### src/bbg_pkg.sv
/*
 bbg_pkg: shared constants and types for the backplane bus glue.
 assumes: one 50 MHz clock domain; every pin input is indexed into one synchroniser vector.
*/
package bbg_pkg;
	// ==========================================================
	// clock and timing
	localparam int CLK_PERIOD_NS   = 20;
	localparam int SAMPLE_POINT_NS = 60;
	localparam int SAMPLE_CYCLES   = (SAMPLE_POINT_NS + CLK_PERIOD_NS - 1) / CLK_PERIOD_NS;
	localparam int SAMPLE_CNT_W    = 3;

	// ==========================================================
	// interrupt controllers
	localparam int                    PIC_LINES          = 8;
	localparam logic [2:0]            CASCADE_INPUT      = 3'h2;
	localparam logic [2:0]            SPURIOUS_LINE      = 3'h7;
	localparam logic [7:0]            MASTER_VECTOR_BASE = 8'h08;
	localparam logic [7:0]            SLAVE_VECTOR_BASE  = 8'h70;
	localparam int                    HEADER_LINES       = 5;

	// ==========================================================
	// pin inputs passing the synchroniser
	localparam int PIN_BP_A     = 0;
	localparam int PIN_BP_B     = 1;
	localparam int PIN_BP_C     = 2;
	localparam int PIN_HDR_LO   = 3;
	localparam int PIN_DISK     = 8;
	localparam int PIN_VIDEO    = 9;
	localparam int PIN_MEM_WIDE = 10;
	localparam int PIN_IO_WIDE  = 11;
	localparam int PIN_SUPPLY   = 12;
	localparam int PIN_ROUTE_BP = 13;
	localparam int PIN_EXP_EN   = 14;
	localparam int PIN_COUNT    = 15;
	localparam logic [PIN_COUNT-1:0] PIN_RESET = 15'h1fff;

	// ==========================================================
	// on-board interrupt sources
	localparam int BRD_TIMER    = 0;
	localparam int BRD_KEYBOARD = 1;
	localparam int BRD_COM2     = 2;
	localparam int BRD_COM1     = 3;
	localparam int BRD_FIXED    = 4;
	localparam int BRD_FLOPPY   = 5;
	localparam int BRD_PRINTER  = 6;
	localparam int BRD_RTC      = 7;
	localparam int BRD_COPROC   = 8;
	localparam int BRD_COUNT    = 9;

	// ==========================================================
	// i/o decode
	localparam int             IO_ADDR_W = 10;
	localparam logic [9:0]     EXP_LOW   = 10'h100;
	localparam logic [9:0]     EXP_HIGH  = 10'h1ff;

	// ==========================================================
	// transfer width sequencer
	typedef enum logic [1:0] {
		WS_IDLE = 2'b00,
		WS_WAIT = 2'b01,
		WS_HOLD = 2'b10
	} bbg_width_state_t;
endpackage : bbg_pkg

### src/bbg_pic_if.sv
/*
 bbg_pic_if: carrier between the glue top and one interrupt controller.
 assumes: requests are active-high levels on sys_clk; ack and eoi are one-cycle pulses.
*/
`timescale 1ns/10ps
interface bbg_pic_if;
	logic [7:0] req;
	logic [7:0] mask;
	logic       ack;
	logic       eoi;
	logic       intOut;
	logic [2:0] top;

	modport pic
	(
		input  req,
		input  mask,
		input  ack,
		input  eoi,
		output intOut,
		output top
	);

	modport ctl
	(
		output req,
		output mask,
		output ack,
		output eoi,
		input  intOut,
		input  top
	);
endinterface : bbg_pic_if

### src/bbg_pic.sv
/*
 bbg_pic: one eight-input prioritised, maskable interrupt controller.
 assumes: line 0 is highest priority; ack sets the in-service bit of the current winner,
 eoi clears the highest-priority in-service bit.
*/
`timescale 1ns/10ps
module bbg_pic
(
	// clock and reset
	input wire logic sys_clk,
	input wire logic rst,
	// controller port
	bbg_pic_if.pic   bus
);
	logic [7:0] inService;
	logic [7:0] pending;
	logic [2:0] next_top;
	logic       next_found;
	logic       blocked;
	logic [7:0] eoiClear;
	logic       eoiDone;

	// ==========================================================
	// priority resolve
	assign pending = bus.req & ~bus.mask;

	// a line under service masks itself and everything below it
	always_comb
	begin
		next_top   = 3'h0;
		next_found = 1'b0;
		blocked    = 1'b0;
		for (int i = 0; i < 8; i++)
		begin
			if (!next_found && !blocked)
			begin
				if (inService[i])
					blocked = 1'b1;
				else if (pending[i])
				begin
					next_found = 1'b1;
					next_top   = i[2:0];
				end
			end
		end
	end

	assign bus.intOut = next_found;
	assign bus.top    = next_top;

	// ==========================================================
	// in-service bookkeeping
	always_comb
	begin
		eoiClear = 8'h00;
		eoiDone  = 1'b0;
		for (int i = 0; i < 8; i++)
		begin
			if (!eoiDone && inService[i])
			begin
				eoiClear[i] = 1'b1;
				eoiDone     = 1'b1;
			end
		end
	end

	// set wins over clear when ack and eoi meet
	always_ff @(posedge sys_clk or posedge rst)
	begin
		if (rst)
			inService <= 8'h00;
		else
		begin
			inService <= (inService & ~(bus.eoi ? eoiClear : 8'h00))
				| ((bus.ack && next_found) ? (8'h01 << next_top) : 8'h00);
		end
	end
endmodule : bbg_pic

### src/bbg_glue.sv
/*
 bbg_glue: backplane bus glue between the processor side and the backplane.
 holds the interrupt routing into two cascaded controllers, transfer width selection,
 i/o expansion decode and supply-fault write blocking.
 assumes: cpu-side strobes are on sys_clk; backplane, header and jumper pins are asynchronous.
*/
// Operation
// RULE1: three backplane and five front-header interrupt lines reach the controllers.
// RULE2: two cascaded controllers, second one chained into master input two.
// RULE3: cascade resolution stays on board; no cascade address goes to backplane.
// RULE4: front disk and video lines go to their own fixed inputs.
// RULE5: input 5 shares fixed disk and backplane A; input 10 header and B.
// RULE6: jumper option routes video and disk over backplane lines instead.
// RULE7: low memory or i/o width acknowledge selects a sixteen-bit transfer.
// RULE8: both width acknowledges idle means an eight-bit transfer.
// RULE9: sixteen-bit cards drive their width acknowledge low; eight-bit cards leave it.
// RULE10: i/o 100 to 1ff drives expansion select low when jumper enables it.
// RULE11: i/o decode uses ten address bits.
// RULE12: general i/o cards should preferably sit within 100 to 1ff.
// RULE13: supply fault from the monitor asserts board reset.
// RULE14: write strobe held inactive while the supply fault lasts.
// RULE15: width acknowledges sampled once early; width held until cycle ends.
`timescale 1ns/10ps
module bbg_glue
(
	// clock and reset
	input  wire logic                          sys_clk,
	input  wire logic                          rst,
	// backplane interrupt pins
	input  wire logic                          backplane_irq_a_n,
	input  wire logic                          backplane_irq_b_n,
	input  wire logic                          backplane_irq_c_n,
	// front-plane interrupt pins
	input  wire logic [bbg_pkg::HEADER_LINES-1:0] headerIrq_n,
	input  wire logic                          diskIrq_n,
	input  wire logic                          videoIrq_n,
	// jumpers
	input  wire logic                          routeOverBackplane,
	input  wire logic                          expansionEnable,
	// on-board interrupt sources, active high
	input  wire logic [bbg_pkg::BRD_COUNT-1:0] boardIrq,
	input  wire logic [15:0]                   irqMask,
	// cpu interrupt handshake
	input  wire logic                          intAck,
	input  wire logic                          eoiMaster,
	input  wire logic                          eoiSlave,
	output logic                               cpuIntReq,
	output logic [7:0]                         intVector,
	output logic                               intVectorValid,
	// bus cycle and width
	input  wire logic                          cycleStart,
	input  wire logic                          cycleEnd,
	input  wire logic                          memCycle,
	input  wire logic                          mem_wide_ack_n,
	input  wire logic                          io_wide_ack_n,
	output logic                               transferWide,
	output logic                               widthValid,
	// i/o decode
	input  wire logic                          ioCycle,
	input  wire logic [bbg_pkg::IO_ADDR_W-1:0] ioAddr,
	output logic                               io_expansion_select_n,
	// supply supervision
	input  wire logic                          supplyFault_n,
	input  wire logic                          cpuWrite_n,
	output logic                               board_reset_n,
	output logic                               cpuWriteGated_n
);
	// ==========================================================
	// pin synchronisers
	logic [bbg_pkg::PIN_COUNT-1:0] pinRaw;
	logic [bbg_pkg::PIN_COUNT-1:0] syncA;
	logic [bbg_pkg::PIN_COUNT-1:0] syncB;
	logic [bbg_pkg::PIN_COUNT-1:0] syncC;
	logic [bbg_pkg::PIN_COUNT-1:0] pinStable;

	assign pinRaw[bbg_pkg::PIN_BP_A]     = backplane_irq_a_n;
	assign pinRaw[bbg_pkg::PIN_BP_B]     = backplane_irq_b_n;
	assign pinRaw[bbg_pkg::PIN_BP_C]     = backplane_irq_c_n;
	assign pinRaw[bbg_pkg::PIN_HDR_LO +: bbg_pkg::HEADER_LINES] = headerIrq_n;
	assign pinRaw[bbg_pkg::PIN_DISK]     = diskIrq_n;
	assign pinRaw[bbg_pkg::PIN_VIDEO]    = videoIrq_n;
	assign pinRaw[bbg_pkg::PIN_MEM_WIDE] = mem_wide_ack_n;
	assign pinRaw[bbg_pkg::PIN_IO_WIDE]  = io_wide_ack_n;
	assign pinRaw[bbg_pkg::PIN_SUPPLY]   = supplyFault_n;
	assign pinRaw[bbg_pkg::PIN_ROUTE_BP] = routeOverBackplane;
	assign pinRaw[bbg_pkg::PIN_EXP_EN]   = expansionEnable;

	// a change only counts once the second and third stage agree
	genvar g;
	generate
		for (g = 0; g < bbg_pkg::PIN_COUNT; g++)
		begin : gSync
			always_ff @(posedge sys_clk or posedge rst)
			begin
				if (rst)
				begin
					syncA[g]     <= bbg_pkg::PIN_RESET[g];
					syncB[g]     <= bbg_pkg::PIN_RESET[g];
					syncC[g]     <= bbg_pkg::PIN_RESET[g];
					pinStable[g] <= bbg_pkg::PIN_RESET[g];
				end
				else
				begin
					syncA[g] <= pinRaw[g];
					syncB[g] <= syncA[g];
					syncC[g] <= syncB[g];
					if (syncB[g] == syncC[g])
						pinStable[g] <= syncC[g];
				end
			end
		end
	endgenerate

	// ==========================================================
	// interrupt source routing
	logic                            bpA;
	logic                            bpB;
	logic                            bpC;
	logic [bbg_pkg::HEADER_LINES-1:0] hdr;
	logic                            frontDisk;
	logic                            frontVideo;
	logic                            routeBp;
	logic                            videoSel;
	logic                            hardDiskSel;

	// RULE1: backplane and header lines
	assign bpA = ~pinStable[bbg_pkg::PIN_BP_A];
	assign bpB = ~pinStable[bbg_pkg::PIN_BP_B];
	assign bpC = ~pinStable[bbg_pkg::PIN_BP_C];
	assign hdr = ~pinStable[bbg_pkg::PIN_HDR_LO +: bbg_pkg::HEADER_LINES];
	assign frontDisk  = ~pinStable[bbg_pkg::PIN_DISK];
	assign frontVideo = ~pinStable[bbg_pkg::PIN_VIDEO];
	assign routeBp    = pinStable[bbg_pkg::PIN_ROUTE_BP];

	// RULE6: backplane routing option
	assign videoSel    = routeBp ? bpB : frontVideo;
	assign hardDiskSel = routeBp ? bpA : frontDisk;

	bbg_pic_if masterBus ();
	bbg_pic_if slaveBus ();

	// RULE5: shared inputs five and ten
	// RULE4: dedicated disk and video inputs
	assign slaveBus.req = {
		hdr[3] | hdr[4],
		hardDiskSel,
		boardIrq[bbg_pkg::BRD_COPROC],
		hdr[2] | bpC,
		hdr[1],
		hdr[0] | bpB,
		videoSel,
		boardIrq[bbg_pkg::BRD_RTC]
	};

	// RULE2: slave output chained into master input two
	assign masterBus.req = {
		boardIrq[bbg_pkg::BRD_PRINTER],
		boardIrq[bbg_pkg::BRD_FLOPPY],
		boardIrq[bbg_pkg::BRD_FIXED] | bpA,
		boardIrq[bbg_pkg::BRD_COM1],
		boardIrq[bbg_pkg::BRD_COM2],
		slaveBus.intOut,
		boardIrq[bbg_pkg::BRD_KEYBOARD],
		boardIrq[bbg_pkg::BRD_TIMER]
	};

	assign masterBus.mask = irqMask[7:0];
	assign slaveBus.mask  = irqMask[15:8];
	assign masterBus.eoi  = eoiMaster;
	assign slaveBus.eoi   = eoiSlave;

	bbg_pic uMaster
	(
		.sys_clk (sys_clk),
		.rst     (rst),
		.bus     (masterBus.pic)
	);

	bbg_pic uSlave
	(
		.sys_clk (sys_clk),
		.rst     (rst),
		.bus     (slaveBus.pic)
	);

	// ==========================================================
	// acknowledge and vector
	logic cascadeHit;

	// RULE3: cascade resolved on board
	assign cascadeHit    = masterBus.intOut && (masterBus.top == bbg_pkg::CASCADE_INPUT);
	assign masterBus.ack = intAck;
	assign slaveBus.ack  = intAck && cascadeHit;

	// an ack with nothing pending answers with master line seven, the lowest priority
	always_ff @(posedge sys_clk or posedge rst)
	begin
		if (rst)
		begin
			intVector      <= 8'h00;
			intVectorValid <= 1'b0;
		end
		else
		begin
			intVectorValid <= intAck;
			if (intAck)
			begin
				if (cascadeHit)
					intVector <= bbg_pkg::SLAVE_VECTOR_BASE | {5'h00, slaveBus.top};
				else if (masterBus.intOut)
					intVector <= bbg_pkg::MASTER_VECTOR_BASE | {5'h00, masterBus.top};
				else
					intVector <= bbg_pkg::MASTER_VECTOR_BASE | {5'h00, bbg_pkg::SPURIOUS_LINE};
			end
		end
	end

	always_ff @(posedge sys_clk or posedge rst)
	begin
		if (rst)
			cpuIntReq <= 1'b0;
		else
			cpuIntReq <= masterBus.intOut;
	end

	// ==========================================================
	// transfer width sequencer
	bbg_pkg::bbg_width_state_t         widthState;
	bbg_pkg::bbg_width_state_t         next_widthState;
	logic [bbg_pkg::SAMPLE_CNT_W-1:0]  sampleCount;
	logic                              cycleIsMem;
	logic                              samplePoint;
	logic                              wideAck;

	assign samplePoint = (widthState == bbg_pkg::WS_WAIT)
		&& (sampleCount == bbg_pkg::SAMPLE_CNT_W'(bbg_pkg::SAMPLE_CYCLES - 1));

	// RULE7: low acknowledge means sixteen bits
	// RULE8: idle acknowledges mean eight bits
	assign wideAck = cycleIsMem ? ~pinStable[bbg_pkg::PIN_MEM_WIDE]
		: ~pinStable[bbg_pkg::PIN_IO_WIDE];

	always_comb
	begin
		next_widthState = widthState;
		case (widthState)
			bbg_pkg::WS_IDLE:
				if (cycleStart)
					next_widthState = bbg_pkg::WS_WAIT;
			bbg_pkg::WS_WAIT:
				if (cycleEnd)
					next_widthState = bbg_pkg::WS_IDLE;
				else if (samplePoint)
					next_widthState = bbg_pkg::WS_HOLD;
			bbg_pkg::WS_HOLD:
				if (cycleEnd)
					next_widthState = bbg_pkg::WS_IDLE;
			default:
				next_widthState = bbg_pkg::WS_IDLE;
		endcase
	end

	always_ff @(posedge sys_clk or posedge rst)
	begin
		if (rst)
			widthState <= bbg_pkg::WS_IDLE;
		else
			widthState <= next_widthState;
	end

	always_ff @(posedge sys_clk or posedge rst)
	begin
		if (rst)
		begin
			sampleCount <= '0;
			cycleIsMem  <= 1'b0;
		end
		else if (widthState == bbg_pkg::WS_IDLE && cycleStart)
		begin
			sampleCount <= '0;
			cycleIsMem  <= memCycle;
		end
		else if (widthState == bbg_pkg::WS_WAIT)
			sampleCount <= sampleCount + 1'b1;
	end

	// RULE15: one sample, held to cycle end
	always_ff @(posedge sys_clk or posedge rst)
	begin
		if (rst)
		begin
			transferWide <= 1'b0;
			widthValid   <= 1'b0;
		end
		else if (samplePoint && !cycleEnd)
		begin
			transferWide <= wideAck;
			widthValid   <= 1'b1;
		end
		else if (cycleEnd)
		begin
			transferWide <= 1'b0;
			widthValid   <= 1'b0;
		end
	end

	// ==========================================================
	// i/o expansion decode
	logic expHit;

	// RULE11: ten-bit i/o decode
	// RULE10: expansion range select
	assign expHit = ioCycle && pinStable[bbg_pkg::PIN_EXP_EN]
		&& (ioAddr >= bbg_pkg::EXP_LOW) && (ioAddr <= bbg_pkg::EXP_HIGH);

	always_ff @(posedge sys_clk or posedge rst)
	begin
		if (rst)
			io_expansion_select_n <= 1'b1;
		else
			io_expansion_select_n <= ~expHit;
	end

	// ==========================================================
	// supply supervision
	logic supplyFault;

	assign supplyFault = ~pinStable[bbg_pkg::PIN_SUPPLY];

	// RULE13: fault drives board reset
	always_ff @(posedge sys_clk or posedge rst)
	begin
		if (rst)
			board_reset_n <= 1'b0;
		else
			board_reset_n <= ~supplyFault;
	end

	// RULE14: write blocked during fault
	// kept combinational so a healthy write is not delayed; reset also blocks writes
	assign cpuWriteGated_n = cpuWrite_n | supplyFault | rst;
endmodule : bbg_glue

### config.mk
export PLATFORM = sky130hd
export DESIGN_NAME = bbg_glue
export DESIGN_NICKNAME = d
export VERILOG_FILES = /design/src/bbg_pkg.sv /design/src/bbg_pic_if.sv /design/src/bbg_pic.sv /design/src/bbg_glue.sv
export SDC_FILE = /design/constraint.sdc
export NUM_CORES = 1
export LEC_CHECK = 0
export BUFFER_PORTS_ARGS = -buffer_cell sky130_fd_sc_hd__buf_2
export CELL_PAD_IN_SITES_DETAIL_PLACEMENT = 0
export CELL_PAD_IN_SITES_GLOBAL_PLACEMENT = 1
export CORE_MARGIN = 4
export CORE_UTILIZATION = 40
export DETAILED_ROUTE_END_ITERATION = 12
export GPL_ROUTABILITY_DRIVEN = 1
export GPL_TIMING_DRIVEN = 1
export PLACE_DENSITY_LB_ADDON = 0.1
export SETUP_SLACK_MARGIN = 0.15
export SLEW_MARGIN = 20
export SYNTH_ARGS = -nofsm -noshare
export SYNTH_HDL_FRONTEND = slang
export SYNTH_SLANG_ARGS = --single-unit
### constraint.sdc
create_clock -name sys_clk -period 3.36 [get_ports sys_clk]
set_input_delay 0.336 -clock sys_clk [delete_from_list [all_inputs] [get_ports sys_clk]]
set_output_delay 0.336 -clock sys_clk [all_outputs]
set_load 0.02 [all_outputs]
# After elaboration in Yosys (flattened, before gate mapping)
# Cells that the tools add are included.
# W data, S select, Z words.
# classes
n_addsub,1
n_lt_le_gt_ge,2
eq_ne,22
shifts,2
n_mux,159
bitwise_logic,26
n_reduce_logical,83
# op_table
op,count
$mux W3,43
$mux W1,106
$logic_not A1 Y1,41
$logic_and A1 B1 Y1,38
$and A8 B8 Y8,4
$mux W8,4
$not A8 Y8,4
$or A8 B8 Y8,2
$shl A1 B3 Y8 const A,2
$eq A1 B1 Y1,15
$ge A10 B9 Y1 const B,1
$le A10 B9 Y1 const B,1
$not A1 Y1,9
$mux W2,4
$mux W7,1
$eq A3 B2 Y1 const B,2
$or A1 B1 Y1,6
$pmux W2 S3,1
$not A5 Y5,1
$ne A2 B2 Y1 const B,2
$reduce_bool A2 Y1,2
$add A3 B1 Y3 const B,1
$ne A3 B3 Y1 const B,1
$reduce_and A3 Y1,1
3 further kinds,3
# word_totals
regBits,96
in_bits,60
output_inout_bits,15
word_cells,367

# Depth between registers and ports, before layout
# logic_depth
depth_word,56
mapped_depth,7
mapped_depth_nobuf,6

# Hierarchy
# A second synthesis with hierarchy kept.
# unflattened
cells_unflattened,293
hier_area_um2,3778.6
# by_module_without_submodules
module,instances,cells_each,area_per_inst_um2,seq_area_each_um2
bbg_glue,1,153,2532.4,1993.2
bbg_pic,2,70,623.1,200.2

# Worst setup path before layout
# Ideal clock, no wire load.
# synth_timing
path_kind,input to output
from,in rst
to,out cpuWriteGated_n
arrival_time_ns,2.755
required_ns,3.024
slack_ns,0.269
path_stages,2
path_cell_list,inv_1 -> nand3b_1
# synth_between
elab_chain_cells,1
# synth_lines
element,line,text
"start, declared",bbg_glue.sv:28,"input wire logic rst,"
$or A1 B1 Y1,bbg_glue.sv:341,assign cpuWriteGated_n = cpuWrite_n | supplyFault | rst;
"end, declared",bbg_glue.sv:66,output logic cpuWriteGated_n
# No other way between the ends.

# Worst setup path after layout
# layout_timing
from,reg uSlave.inService[0]
to,reg uSlave.inService[6]
# layout_between
elab_chain_cells,47
word_cells_on_any_way,160
classes_between,eq/ne: 1; shift: 1; mux: 105; bitwise: 4; reduce/logical: 49
# layout_lines
element,line,text
"start, declared",bbg_pic.sv:15,logic [7:0] inService;
"start signal, assigned",bbg_pic.sv:74,inService <= (inService & ~(bus.eoi ? eoiClear : 8'h00))
"$mux W1, on equally long branches","bbg_pic.sv:37, bbg_pic.sv:59",
$mux W1 (tied with other cells),bbg_pic.sv:39,else if (pending[i])
$mux W1 or $logic_and A1 B1 Y1 (tied branches),"bbg_pic.sv:37, bbg_pic.sv:35",
$mux W1,bbg_pic.sv:35,if (!next_found && !blocked)
$mux W1 or $logic_not A1 Y1 (tied branches),"bbg_pic.sv:39, bbg_pic.sv:35",
$mux W1 or $logic_and A1 B1 Y1 (tied branches),"bbg_pic.sv:37, bbg_pic.sv:35",
$mux W1,bbg_pic.sv:35,
$mux W1 or $logic_not A1 Y1 (tied branches),"bbg_pic.sv:39, bbg_pic.sv:35",
(+31 left out),n/a,
$mux W3 or $logic_and A1 B1 Y1 (tied branches),"bbg_pic.sv:37, bbg_pic.sv:35",
$mux W3,bbg_pic.sv:35,
$eq A3 B2 Y1,bbg_glue.sv:191,assign cascadeHit = masterBus.intOut && (masterBus.top == bbg_pkg::CASCADE_INPUT);
$logic_and A1 B1 Y1,bbg_glue.sv:191,
$logic_and A1 B1 Y1,bbg_glue.sv:193,assign slaveBus.ack = intAck && cascadeHit;
$logic_and A1 B1 Y1,bbg_pic.sv:75,| ((bus.ack && next_found) ? (8'h01 << next_top) : 8'h00);
$mux W8,bbg_pic.sv:75,
$or A8 B8 Y8 *,bbg_pic.sv:75,
# Mark *: on every way between the ends. The rest lies on a longest branch, timed or not.
# A chain may end at the register's enable or synchronous reset.

==> results.py <==
metrics = {
    "worst_setup_path": {
        "worstPathArrival_ns": 2.83,
        "required_ns": 3.61,
        "crit_chain": "nor4_4 -> a22oi_2 -> a2111oi_4 -> o21a_2 -> nand2_1 -> o41ai_1",
        "crit_fanout": 11,
        "reg2reg_setup_slack_ns": 0.78,
        "cpPeakStageDelay_ns": 0.50,
        "cp_slowest_cell": "dfrtp_1",
        "reg2regPathDepth": 6,
        "cp-start-kind": "flop",
        "endpoint_kind": "flop",
        "critical_path_class": "flop to flop",
        "r2r_end": "uSlave.inService[6]$_DFF_PP0_",
        "r2r_start": "uSlave.inService[0]$_DFF_PP0_",
    },
    "timing": {
        "setup_tns_ns": 0,
        "period_share": 0.7687,
        "setup_viol": 0,
        "post-route-min-period_ns": 2.583,
        "finalHoldViolCount": 0,
        "max_freq_ghz": 0.3872,
        "slew_viol_final": 0,
        "slew_headroom": 0.3399,
        "rsz0062_at_grt": "false",
        "skew_ns": 0.01525,
        "worstMarginPinSlew_ns": 0.9653,
        "holdWs_ns": 0.07383,
    },
    "synthesis": {
        "synth.distinct_cells": 57,
        "synth-main-ff-cell": "dfstp_2",
        "synth_compound_area_frac": 0.1279,
        "synthSimpleGateAreaFrac": 0.1313,
        "synth_area_um2": 3716,
        "synth_top_family_by_area": "simple AND/OR/NAND/NOR gates",
        "muxShareOfSynthArea": 0.02727,
        "ys_warn_count": 0,
        "syn_nets": 359,
        "syn_area_per_cell_um2": 12.51,
        "ys_async_sr_fraction": 1.000,
        "synth_edf_count": 0,
        "synth-adder-area-share": 0.04714,
        "seq_area_frac_synth": 0.6441,
        "ys_seq_elements": 93,
        "syn-instance-count": 297,
        "synth-xor-area-share": 0,
    },
    "cts": {
        "hold_buffers": 1,
        "ctsResizeCount": 0,
        "max-clock-path-buffers": 2,
        "post-cts-setup-buffers": 0,
        "clkTransAtPathRegs_ns": 0.11,
        "htree_num_levels": 3,
        "root_buffer": "clkbuf_8",
        "cts_buffers": 9,
        "cts.sink_count": 93,
        "insertion_delay_ns": 0.35,
        "cts_tree": "done",
    },
    "floorplan": {
        "initial_core_util": 0.4180,
        "core-area_um2": 8891,
        "die_h_um": 104.4,
        "die_x_um": 104.4,
        "die_area_um2": 10900,
        "row_count": 34,
        "ios": 75,
    },
    "global_routing": {
        "grt_pass1_vias": 2539,
        "grt_usage": 0.1392,
        "grt_overflow_total": 0,
        "grt_max_degree": 38,
        "antenna_found_initial": 0,
        "grt_pass1_wl_mm": 12.39,
    },
    "min_path": {
        "hold_class": "input pin to flop",
        "whs_path_depth": 1,
        "min_to": "syncA[0]$_DFF_PP1_",
        "min_from": "backplane_irq_a_n",
    },
    "power_and_ir_drop": {
        "pwr-share-clk": 0.283,
        "p_int_mw": 2.043,
        "p_comb_frac": 0.240,
        "p_seq_frac": 0.477,
        "power_density_nw_per_um2": 681.8,
        "p_sw_frac": 0.3185,
        "power_mw": 2.998,
        "switchingPower_mw": 0.9550,
        "leakage_nw": 1.903,
        "peakVddDrop_mv": 0.2679,
    },
    "job": {
        "max_cap_violations": 0,
    },
    "placement": {
        "io_buffers": 65,
        "dp_hpwl_mm": 5.308,
        "gp_congestion": 0.8277,
        "placedCellCount": 467,
    },
    "cells_and_area": {
        "finalNetCount": 433,
        "layout-drive-gt1-share": 0.3936,
        "fin_cells": 484,
        "multi_input_comb_area_um2": 1244,
        "fillers": 818,
        "post-route-util": 0.4947,
        "syn_to_final_growth_pct": 18.35,
        "antenna-diode-count": 0,
        "regArea_um2": 2394,
    },
    "routing": {
        "vias_per_cell": 5.180,
        "dr.pass1.iters": 4,
        "wirelength_mm": 7.258,
        "num_vias": 2507,
        "drt_first_iter_violations": 95,
        "drt.antenna.violating_nets": 0,
        "wire_per_inst_um": 15.00,
        "drc_errors": 0,
    },
    "outcome": {
        "outcome": "finished clean",
    },
}
## cell families (layout without fill, tap and decap cells)
group / after synthesis / in the layout
and+or+nand+nor: 93 / 93
AOI/OAI and AO/OA: 67 / 67
buffers and inverters: 16 / 95
muxes: 10 / 10
adders and majority gates: 17 / 17
DFF: 93 / 93
other: 1 / 1
## layer usage
metal | GRT usage | wire length, um
met1 | 0.1961 | 3498
met2 | 0.2089 | 3337
met3 | 0.03849 | 333
met4 | 0.04274 | 89
met5 | 0 | 0
## critical path, delay by kind of cell (launching register included)
kind	cells	cell delay, ns
simple gates	2	0.71
flops	1	0.50
compound gates	4	1.27
## registers in the layout (all words and copies together), names as in the netlist
register and count:
transferWide 1, sampleCount 3, pinStable 14, syncC 15, intVector 5, routeBp 1, io_expansion_select_n 1, board_reset_n 1
cycleIsMem 1, uSlave.inService 8, intVectorValid 1, widthValid 1, widthState 2, syncB 15, uMaster.inService 8, cpuIntReq 1
syncA 15
## power groups by stage
stage                     clock, mW  sequential, mW  combinational (mW)
after floorplan                   0            1.46               0.502
after global placement            0            1.45               0.718
after detailed placement          0            1.45               0.723
after CTS                     0.884            1.43               0.728
after global routing          0.934            1.46               0.807
final                         0.847            1.43               0.720
## how the worst max path moves through the flow
stage,slack [ns],end,startpoint
after floorplan,0.27,cpuWriteGated_n,rst
after global placement,0.77,uSlave.inService[6]$_DFF_PP0_,irqMask[10]
after detailed placement,0.75,uSlave.inService[6]$_DFF_PP0_,irqMask[10]
after CTS,0.73,uSlave.inService[6]$_DFF_PP0_,uSlave.inService[0]$_DFF_PP0_
after global routing,0.51,uSlave.inService[6]$_DFF_PP0_,uSlave.inService[0]$_DFF_PP0_
final,0.78,uSlave.inService[6]$_DFF_PP0_,uSlave.inService[0]$_DFF_PP0_
## placed cells by master (no fill, tap or decap), types with 4 or more instances in the layout
| master | Yosys | layout |
|---|---|---|
| a21oi_1 | 8 | 8 |
| buf_2 | 0 | 65 |
| clkbuf_8 | 0 | 9 |
| dfrtp_1 | 40 | 40 |
| dfstp_2 | 53 | 53 |
| inv_1 | 11 | 10 |
| maj3_1 | 15 | 15 |
| mux2i_1 | 9 | 9 |
| nand2_1 | 28 | 28 |
| nand2b_1 | 6 | 6 |
| nor2_1 | 20 | 20 |
| nor3_1 | 11 | 11 |
| o21ai_0 | 13 | 13 |
| o21ai_1 | 10 | 10 |
| o31ai_1 | 6 | 6 |
| or3_1 | 4 | 4 |
## stage by stage
step	setup slack [ns]	instance area [um^2]
2_1_floorplan	0.2692	3716
3_3_place_gp	0.7672	4155
3_5_place_dp	0.7528	4155
4_1_cts	0.7333	4398
5_1_grt	0.5069	4398
6_report	0.7770	4398
## area by class of cell
cell class / count / area share
clock buffer: 10 / 0.02902
sequential: 93 / 0.5442
clock inverter: 6 / 0.02390
inverter: 11 / 0.009673
multi-input combinational: 188 / 0.2828
timing repair buffer: 68 / 0.07966
tap: 108 / 0.03073
## cell usage after synthesis, types with 2 or more instances
cell       n  area share
a211oi_1   3      0.0061
a21oi_1    8       0.011
a22oi_2    2      0.0067
a32o_1     2      0.0054
a41oi_1    2      0.0047
buf_4      3      0.0061
dfrtp_1   40        0.27
dfstp_2   53        0.37
ha_1       2      0.0067
inv_1     11       0.011
maj3_1    15       0.040
mux2i_1    9       0.024
nand2_1   28       0.028
nand2b_1   6       0.010
nand3_1    3      0.0040
nand4_1    3      0.0051
nor2_1    20       0.020
nor2b_1    3      0.0051
nor3_1    11       0.015
nor3b_1    2      0.0040
nor4_1     2      0.0034
o211ai_1   2      0.0040
o21ai_0   13       0.018
o21ai_1   10       0.013
o21bai_1   2      0.0040
o221ai_1   2      0.0047
o22ai_1    2      0.0034
o31ai_1    6       0.012
or3_1      4      0.0067
No activity file was read; power rests on OpenSTA's default activity.
